--- src/design/snar_pkg.sv ---
// Package for the stacked node addressing register bank.
// Assumes one core clock domain; all link pins are sampled into it.
package snar_pkg;
    localparam int          NODE_AW        = 6;
    localparam int          REG_W          = 8;
    localparam int          REG_AW         = 8;
    localparam int          PROT_N         = 12;
    localparam logic [5:0]  ADDR_NONE      = 6'h00;
    localparam logic [5:0]  ADDR_MIN       = 6'h01;
    localparam logic [5:0]  ADDR_MAX       = 6'h3e;
    localparam logic [5:0]  ADDR_BCAST     = 6'h3f;
    localparam logic [7:0]  GATE_UNLOCK    = 8'h35;
    localparam logic [7:0]  GATE_RELOAD    = 8'h27;
    localparam logic [7:0]  BURN_CODE      = 8'h91;
    localparam logic [7:0]  RESET_CODE     = 8'ha5;
    localparam logic [7:0]  OFS_DEV_STATUS = 8'h00;
    localparam logic [7:0]  OFS_ALERT_ST   = 8'h20;
    localparam logic [7:0]  OFS_FAULT_ST   = 8'h21;
    localparam logic [7:0]  OFS_ADC_CTRL   = 8'h30;
    localparam logic [7:0]  OFS_IO_CTRL    = 8'h31;
    localparam logic [7:0]  OFS_CB_CTRL    = 8'h32;
    localparam logic [7:0]  OFS_CB_TIME    = 8'h33;
    localparam logic [7:0]  OFS_ADC_CONV   = 8'h34;
    localparam logic [7:0]  OFS_GATE       = 8'h3a;
    localparam logic [7:0]  OFS_ADDR_CTRL  = 8'h3b;
    localparam logic [7:0]  OFS_RESET      = 8'h3c;
    localparam logic [7:0]  OFS_TEST_SEL   = 8'h3d;
    localparam logic [7:0]  OFS_BURN       = 8'h3f;
    localparam logic [7:0]  OFS_PROT_BASE  = 8'h40;
    localparam logic [7:0]  OFS_PROT_LAST  = 8'h4b;
    localparam logic [7:0]  OFS_PROT_WLAST = 8'h47;
    localparam logic [7:0]  ALERT_ST_RST   = 8'h80;
    localparam logic [7:0]  FAULT_ST_RST   = 8'h08;
    localparam int          AR_BIT         = 7;
    localparam int          PARITY_BIT     = 6;
    localparam int          CRC_BIT        = 0;
    localparam int          CRC_EN_BIT     = 0;
    localparam int          WR_BIT         = 0;
endpackage : snar_pkg

--- src/design/snar_prot_mem.sv ---
// Protected register store: one data byte plus an even parity bit per entry.
// Assumes one write or one bulk load per cycle; read data come out of a register.
`timescale 1ns/100ps
module snar_prot_mem
    import snar_pkg::*;
#(
    parameter int N = PROT_N
) (
    input  wire logic              core_clk,
    input  wire logic              reset,
    input  wire logic              load_all,
    input  wire logic [N*8-1:0]    load_data,
    input  wire logic              wr_en,
    input  wire logic [3:0]        wr_idx,
    input  wire logic [7:0]        wr_data,
    input  wire logic [3:0]        rd_idx,
    output logic      [7:0]        rd_data,
    output logic      [N*8-1:0]    all_data,
    output logic                   parity_bad
);
    logic [7:0]   mem_q [N];
    logic         par_q [N];
    logic [N-1:0] bad;

    genvar g;
    generate
        for (g = 0; g < N; g++) begin : g_ent
            // Parity is recomputed on every update, so only later corruption trips it.
            always_ff @(posedge core_clk) begin
                if (reset || load_all) begin
                    mem_q[g] <= load_data[g*8 +: 8];
                    par_q[g] <= ^load_data[g*8 +: 8];
                end else if (wr_en && wr_idx == 4'(g)) begin
                    mem_q[g] <= wr_data;
                    par_q[g] <= ^wr_data;
                end
            end
            assign bad[g]            = (^mem_q[g]) != par_q[g];
            assign all_data[g*8 +: 8] = mem_q[g];
        end
    endgenerate

    always_ff @(posedge core_clk) begin
        if (reset) begin
            rd_data    <= 8'h00;
            parity_bad <= 1'b0;
        end else begin
            rd_data    <= (rd_idx < 4'(N)) ? mem_q[rd_idx] : 8'h00;
            parity_bad <= |bad;
        end
    end
endmodule : snar_prot_mem

--- src/design/snar_regs.sv ---
// Node addressing and register bank of one stacked monitor node.
// Assumes a packet decoder on core_clk presents complete frames as
// wr_stb / rd_stb strobes; chip selects and alerts are raw pins.
`timescale 1ns/100ps
module snar_regs
    import snar_pkg::*;
#(
    parameter logic [PROT_N*8-1:0] OTP_BLANK = '0
) (
    input  wire logic                 core_clk,
    input  wire logic                 reset,
    input  wire logic                 cs_in,
    input  wire logic                 alert_north_in,
    input  wire logic                 programming_supply_pins,
    input  wire logic                 wr_stb,
    input  wire logic                 rd_stb,
    input  wire logic [7:0]           pkt_hdr,
    input  wire logic [7:0]           pkt_reg,
    input  wire logic [7:0]           pkt_data,
    input  wire logic                 pkt_crc_ok,
    output logic                      cs_north_out,
    output logic                      alert_south_out,
    output logic                      selected,
    output logic                      rd_valid,
    output logic      [7:0]           rd_data,
    output logic      [NODE_AW-1:0]   node_address,
    output logic                      otp_burned,
    output logic      [PROT_N*8-1:0]  prot_config
);
    logic [2:0] pin_s;
    logic       cs_s;
    logic       alert_n_s;
    logic       supply_s;
    logic       address_request_flag_q;
    logic       unlock_q;
    logic       crc_fault_q;
    logic       parity_q;
    logic       soft_reset_q;
    logic       reload_q;
    logic [PROT_N*8-1:0] otp_q;
    logic [7:0] adc_ctrl_q, io_ctrl_q, cb_ctrl_q, cb_time_q, adc_conv_q, test_q, gate_q;
    logic       any_reset;
    logic       addr_valid;
    logic       for_me;
    logic       wr_ok;
    logic       prot_range;
    logic       prot_wr;
    logic [7:0] prot_rd;
    logic       parity_bad;
    logic       rd_pend_q;
    logic [7:0] rd_reg_q;
    logic [7:0] rd_mux;
    logic [NODE_AW-1:0] hdr_addr;

    snar_sync #(.W(3)) u_sync (
        .core_clk (core_clk),
        .reset    (reset),
        .async_in ({programming_supply_pins, cs_in, alert_north_in}),
        .sync_out (pin_s)
    );
    assign supply_s  = pin_s[2];
    assign cs_s      = pin_s[1];
    assign alert_n_s = pin_s[0];

    // The reset command acts one cycle after its write, like a power-on reset.
    assign any_reset  = reset || soft_reset_q;
    assign addr_valid = node_address >= ADDR_MIN && node_address <= ADDR_MAX;
    assign hdr_addr   = pkt_hdr[NODE_AW:1];
    // Discovery traffic at zero only reaches the lowest unaddressed node.
    assign for_me = cs_s && ((hdr_addr == node_address) ||
                    (hdr_addr == ADDR_BCAST && addr_valid));
    assign wr_ok  = wr_stb && for_me && pkt_hdr[WR_BIT] &&
                    (!io_ctrl_q[CRC_EN_BIT] || pkt_crc_ok);
    assign prot_range = pkt_reg >= OFS_PROT_BASE && pkt_reg <= OFS_PROT_WLAST;
    assign prot_wr    = wr_ok && prot_range && unlock_q;

    snar_prot_mem #(.N(PROT_N)) u_prot (
        .core_clk   (core_clk),
        .reset      (any_reset),
        .load_all   (reload_q),
        .load_data  (otp_q),
        .wr_en      (prot_wr),
        .wr_idx     (4'(pkt_reg - OFS_PROT_BASE)),
        .wr_data    (pkt_data),
        .rd_idx     (4'(pkt_reg - OFS_PROT_BASE)),
        .rd_data    (prot_rd),
        .all_data   (prot_config),
        .parity_bad (parity_bad)
    );

    always_ff @(posedge core_clk) begin
        if (any_reset) begin
            node_address           <= ADDR_NONE;
            address_request_flag_q <= 1'b0;
        end else if (wr_ok && pkt_reg == OFS_ADDR_CTRL) begin
            node_address           <= pkt_data[NODE_AW-1:0];
            address_request_flag_q <= 1'b1;
        end
    end

    // South alert rises on reset and drops once addressed, unless north still alerts or a check-byte or parity fault is flagged.
    always_ff @(posedge core_clk) begin
        if (any_reset) begin
            alert_south_out <= 1'b1;
        end else begin
            alert_south_out <= !address_request_flag_q || alert_n_s || crc_fault_q || parity_q;
        end
    end

    always_ff @(posedge core_clk) begin
        if (any_reset) begin
            cs_north_out <= 1'b0;
        end else begin
            cs_north_out <= addr_valid && address_request_flag_q && cs_s;
        end
    end

    always_ff @(posedge core_clk) begin
        if (any_reset) begin
            unlock_q <= 1'b0;
        end else if (wr_ok) begin
            unlock_q <= (pkt_reg == OFS_GATE) && (pkt_data == GATE_UNLOCK);
        end
    end

    always_ff @(posedge core_clk) begin
        if (reset) begin
            reload_q     <= 1'b0;
            soft_reset_q <= 1'b0;
        end else begin
            reload_q     <= wr_ok && pkt_reg == OFS_GATE && pkt_data == GATE_RELOAD;
            soft_reset_q <= wr_ok && pkt_reg == OFS_RESET && pkt_data == RESET_CODE;
        end
    end

    always_ff @(posedge core_clk) begin
        if (any_reset) begin
            adc_ctrl_q <= 8'h00;
            io_ctrl_q  <= 8'h00;
            cb_ctrl_q  <= 8'h00;
            cb_time_q  <= 8'h00;
            adc_conv_q <= 8'h00;
            test_q     <= 8'h00;
            gate_q     <= 8'h00;
        end else if (wr_ok) begin
            unique case (pkt_reg)
                OFS_ADC_CTRL: adc_ctrl_q <= pkt_data;
                OFS_IO_CTRL:  io_ctrl_q  <= pkt_data;
                OFS_CB_CTRL:  cb_ctrl_q  <= pkt_data;
                OFS_CB_TIME:  cb_time_q  <= pkt_data;
                OFS_ADC_CONV: adc_conv_q <= pkt_data;
                OFS_TEST_SEL: test_q     <= pkt_data;
                OFS_GATE:     gate_q     <= pkt_data;
                default: begin
                end
            endcase
        end
    end

    // Hardware set wins over a host clear in the same cycle.
    always_ff @(posedge core_clk) begin
        if (any_reset) begin
            crc_fault_q <= 1'b0;
            parity_q    <= 1'b0;
        end else begin
            crc_fault_q <= (wr_stb && for_me && io_ctrl_q[CRC_EN_BIT] && !pkt_crc_ok) ||
                           (crc_fault_q && !(wr_ok && pkt_reg == OFS_FAULT_ST && pkt_data[CRC_BIT]));
            parity_q    <= parity_bad ||
                           (parity_q && !(wr_ok && pkt_reg == OFS_ALERT_ST && pkt_data[PARITY_BIT]));
        end
    end

    // One-time programming: survives soft resets, only a power-on reset clears it.
    always_ff @(posedge core_clk) begin
        if (reset) begin
            otp_q      <= OTP_BLANK;
            otp_burned <= 1'b0;
        end else if (wr_ok && pkt_reg == OFS_BURN && pkt_data == BURN_CODE &&
                     supply_s && !otp_burned) begin
            otp_q      <= prot_config;
            otp_burned <= 1'b1;
        end
    end

    always_comb begin
        rd_mux = 8'h00;
        unique case (rd_reg_q)
            OFS_DEV_STATUS: rd_mux = {address_request_flag_q, 7'h00};
            OFS_ALERT_ST:   rd_mux = {ALERT_ST_RST[7], parity_q, 6'h00};
            OFS_FAULT_ST:   rd_mux = {4'h0, FAULT_ST_RST[3], 2'h0, crc_fault_q};
            OFS_ADC_CTRL:   rd_mux = adc_ctrl_q;
            OFS_IO_CTRL:    rd_mux = io_ctrl_q;
            OFS_CB_CTRL:    rd_mux = cb_ctrl_q;
            OFS_CB_TIME:    rd_mux = cb_time_q;
            OFS_ADC_CONV:   rd_mux = adc_conv_q;
            OFS_GATE:       rd_mux = gate_q;
            OFS_ADDR_CTRL:  rd_mux = {address_request_flag_q, 1'b0, node_address};
            OFS_TEST_SEL:   rd_mux = test_q;
            OFS_BURN:       rd_mux = {7'h00, otp_burned};
            default: begin
                if (rd_reg_q >= OFS_PROT_BASE && rd_reg_q <= OFS_PROT_LAST) begin
                    rd_mux = prot_rd;
                end
            end
        endcase
    end

    // Reads take two cycles so the protected store's registered output is ready.
    always_ff @(posedge core_clk) begin
        if (any_reset) begin
            rd_pend_q <= 1'b0;
            rd_reg_q  <= 8'h00;
            rd_valid  <= 1'b0;
            rd_data   <= 8'h00;
            selected  <= 1'b0;
        end else begin
            rd_pend_q <= rd_stb && for_me && hdr_addr != ADDR_BCAST;
            if (rd_stb) begin
                rd_reg_q <= pkt_reg;
            end
            rd_valid  <= rd_pend_q;
            rd_data   <= rd_pend_q ? rd_mux : 8'h00;
            selected  <= for_me && (wr_stb || rd_stb);
        end
    end
endmodule : snar_regs

--- src/design/snar_sync.sv ---
// Two flip-flop synchroniser for a bundle of asynchronous level inputs.
// Assumes the inputs are slow against core_clk.
`timescale 1ns/100ps
module snar_sync #(
    parameter int W = 1
) (
    input  wire logic         core_clk,
    input  wire logic         reset,
    input  wire logic [W-1:0] async_in,
    output logic      [W-1:0] sync_out
);
    logic [W-1:0] meta_q;

    always_ff @(posedge core_clk) begin
        if (reset) begin
            meta_q   <= '0;
            sync_out <= '0;
        end else begin
            meta_q   <= async_in;
            sync_out <= meta_q;
        end
    end
endmodule : snar_sync
--- config.mk ---
export PLATFORM = sky130hd
export DESIGN_NAME = snar_regs
export DESIGN_NICKNAME = d
export VERILOG_FILES = /design/src/design/snar_pkg.sv /design/src/design/snar_prot_mem.sv /design/src/design/snar_regs.sv /design/src/design/snar_sync.sv
export SDC_FILE = /design/constraint.sdc
export NUM_CORES = 1
export LEC_CHECK = 0
export CORE_MARGIN = 1.5
export CORE_UTILIZATION = 60
export CTS_CLUSTER_SIZE = 30
export DETAILED_ROUTE_END_ITERATION = 10
export DONT_BUFFER_PORTS = 1
export PLACE_DENSITY = 0.76
export REMOVE_ABC_BUFFERS = 1
export SYNTH_ARGS = -nofsm -noshare
export SYNTH_HDL_FRONTEND = slang
export SYNTH_SLANG_ARGS = --single-unit
--- constraint.sdc ---
create_clock -name core_clk -period 4.7 [get_ports core_clk]
set_input_delay 0.47 -clock core_clk [delete_from_list [all_inputs] [get_ports core_clk]]
set_output_delay 0.47 -clock core_clk [all_outputs]
set_load 0.05 [all_outputs]
==> flow_metrics.tcl <==
set metrics [dict create \
    ioPinCount 147 \
    synth-edff-count 108 \
    die_w_um 163 \
    ys_seq_area_share_pct 47.0 \
    skew_ns 0.0141 \
    min_period_ns 3.61 \
    htree_levels 2 \
    p_leak_nw 5.52 \
    min-delay-start "reset" \
    hold_class "input port to flop" \
    relSlewSlack_pct 24.4 \
    postSynthCellCount 1503 \
    place_area_mm2 0.0154 \
    max_freq_mhz 277 \
    power.total_mw 6.00 \
    overflow 0 \
    criticalPathCategory "flop to flop" \
    worst_slack_ns 1.09 \
    critPathLaunch "node_address[0]" \
    fin_area_mm2 0.0165 \
    grt_max_degree 121 \
    vias 12000 \
    crit_path_max_fanout 120 \
    cp.arrival_ns 4.04 \
    syn_avg_cell_area_um2 10.3 \
    cts.sinks 309 \
    postCtsResizedCells 0 \
    cts_buffers 34 \
    drt-initial-drc-count 1359 \
    synth_area_leaders "dfxtp_1, edfxtp_1, xnor2_1" \
    finalNetCount 1454 \
    cp.required_ns 5.13 \
    cts_setup_buffers 0 \
    power.density_mw_per_mm2 362 \
    synthFlopType "dfxtp_1" \
    drc 0 \
    start_util_pct 61.2 \
    critPathCaptureType "flop" \
    synth_top_cell_area_share_pct 26.0 \
    dr.pass1.iters 5 \
    gp_congestion 0.925 \
    dp_cells 1707 \
    root_buffer "clkbuf_16" \
    wl_per_cell_um 24.5 \
    maxCapViolCount 0 \
    yosys.area.top_type "dfxtp_1" \
    hold_viol_final 0 \
    startpoint_type "flop" \
    die_area_mm2 0.0267 \
    grt_use_total_pct 31.9 \
    grt_pass1_vias 11400 \
    pre_cts_slack_ns 1.25 \
    p_comb_share_pct 5.5 \
    final_cells 1768 \
    core_mm2 0.0253 \
    antenna_left 0 \
    totalWireLength_um 43300 \
    vias_per_cell 6.80 \
    grt_pass1_wl_um 65700 \
    finalMaxSlewViolations 0 \
    dp.final_hpwl_um 27400 \
    synth.yosys.warnings 0 \
    synth_seq_cells 309 \
    timing.final.crit_share_pct 76.7 \
    pwr-share-seq_pct 49.8 \
    antenna_found_initial 0 \
    netlist_area_mm2 0.0154 \
    synth_cell_type_count 65 \
    cts_tree "done" \
    drive_above_1_share_pct 13.0 \
    clkPwrFrac_pct 44.7 \
    tightest_slew_ns 1.13 \
    postSynth.asyncResetShare_pct 0 \
    cts.clk_slew.worst_paths_ns 0.06 \
    p_switching_mw 1.43 \
    die_y_um 163 \
    portBuffers 0 \
    clockBufferDepth 3 \
    finalSetupViolCount 0 \
    syn_to_final_growth_pct 7.10 \
    r2r_start "node_address[0]" \
    rsz0062_at_grt "false" \
    sw_frac_of_total_pct 23.8 \
    clock_latency_ns 0.51 \
    antenna_cells 0 \
    internal_power_mw 4.57 \
    rows 58 \
    cts_hold_buf 0 \
    fin_tns_setup_ns 0 \
    irDropWorstVdd_v 0.000473 \
    outcome "finished clean" \
]
critical path: stages, from the launching register on:
cell       delay, ns
dfxtp_1         0.90
nand4_1         0.20
a2bb2oi_2       0.24
a32oi_4         0.66
buf_4           0.98
o21ai_0         0.27
a21oi_1         0.21
state kept, by name, summed over array words and instances (netlist names), 3 cells and up:
name / count
u_sync.meta_q: 3
test_q: 8
rd_reg_q: 8
adc_conv_q: 8
io_ctrl_q: 8
u_prot.rd_data: 8
u_prot.mem_q: 96
u_prot.par_q: 12
u_sync.sync_out: 3
gate_q: 8
node_address: 6
cb_time_q: 8
cb_ctrl_q: 8
adc_ctrl_q: 8
otp_q: 96
rd_data: 8
final cells by class:
class | instances | area, um2
sequential | 309 | 7270
timing repair buffer | 21 | 158
clock buffer | 48 | 1010
fill | 1931 | 8710
multi-input combinational | 1032 | 7530
clock inverter | 13 | 113
inverter | 15 | 56.3
tap | 330 | 413
cells in the final DEF, fill, tap and decap left out, types with 12 or more instances in the layout:
master,synthesis,routed
a21oi_1,174,174
a22oi_1,14,14
buf_4,1,21
clkbuf_16,0,38
dfxtp_1,201,201
edfxtp_1,108,108
inv_1,15,15
mux2_2,56,56
mux2i_1,32,32
mux4_2,26,26
nand2_1,25,25
nand3_1,174,174
nor2_1,40,40
o21ai_0,168,168
xnor2_1,143,143
xnor3_1,12,12
xor2_1,22,22
through the flow:
stage	utilization [%]	hold WS (ns)
finish	65.5	0.0416
global placement	61.1	0.423
floorplan	-	0.390
detailed placement	61.1	0.435
global route	65.5	0.0254
CTS	65.5	0.0302
final timing paths:
path,endpoint,slack [ns],cells past startpoint
min,otp_q[76],0.04,1
max reg2reg,cb_ctrl_q[1],1.09,6
min reg2reg,u_sync.sync_out[0],0.44,1
max,cb_ctrl_q[1],1.09,6
routing by layer:
| layer | GRT usage [%] | up-vias | part of all wire [%] |
|---|---|---|---|
| met5 | 0 | - | 0 |
| met4 | 16.0 | 0 | 5.1 |
| met3 | 7.34 | 150 | 10 |
| met2 | 50.3 | 747 | 46 |
| met1 | 41.3 | 5866 | 38 |
| li1 | - | 5257 | - |
power groups by stage:
| stage | sequential (mW) | clock [mW] | combinational [mW] |
|---|---|---|---|
| after floorplan | 3.01 | 0 | 0.238 |
| after global placement | 3.04 | 0 | 0.324 |
| after detailed placement | 3.04 | 0 | 0.328 |
| after CTS | 2.98 | 2.69 | 0.329 |
| after global routing | 2.99 | 2.80 | 0.348 |
| final | 2.99 | 2.68 | 0.332 |
cell usage after synthesis (13+ instances only):
master	count
inv_1	15
xnor2_1	143
mux2i_1	32
nand3_1	174
clkbuf_1	123
mux4_2	26
o21ai_0	168
edfxtp_1	108
a21oi_1	174
mux2_2	56
nor2_1	40
nand2_1	25
buf_2	13
xor2_1	22
a22oi_1	14
dfxtp_1	201
logic make-up after synthesis:
logic type	synth area share, %
multiplexers	10.8
XOR/XNOR	11.1
AND/OR/NAND/NOR	12.7
flip-flops	47.0
adder cells (fa/ha/maj)	0.729
buffers and inverters	4.37
AO/OA/AOI/OAI	13.3
No activity file was read; power rests on OpenSTA's default activity.
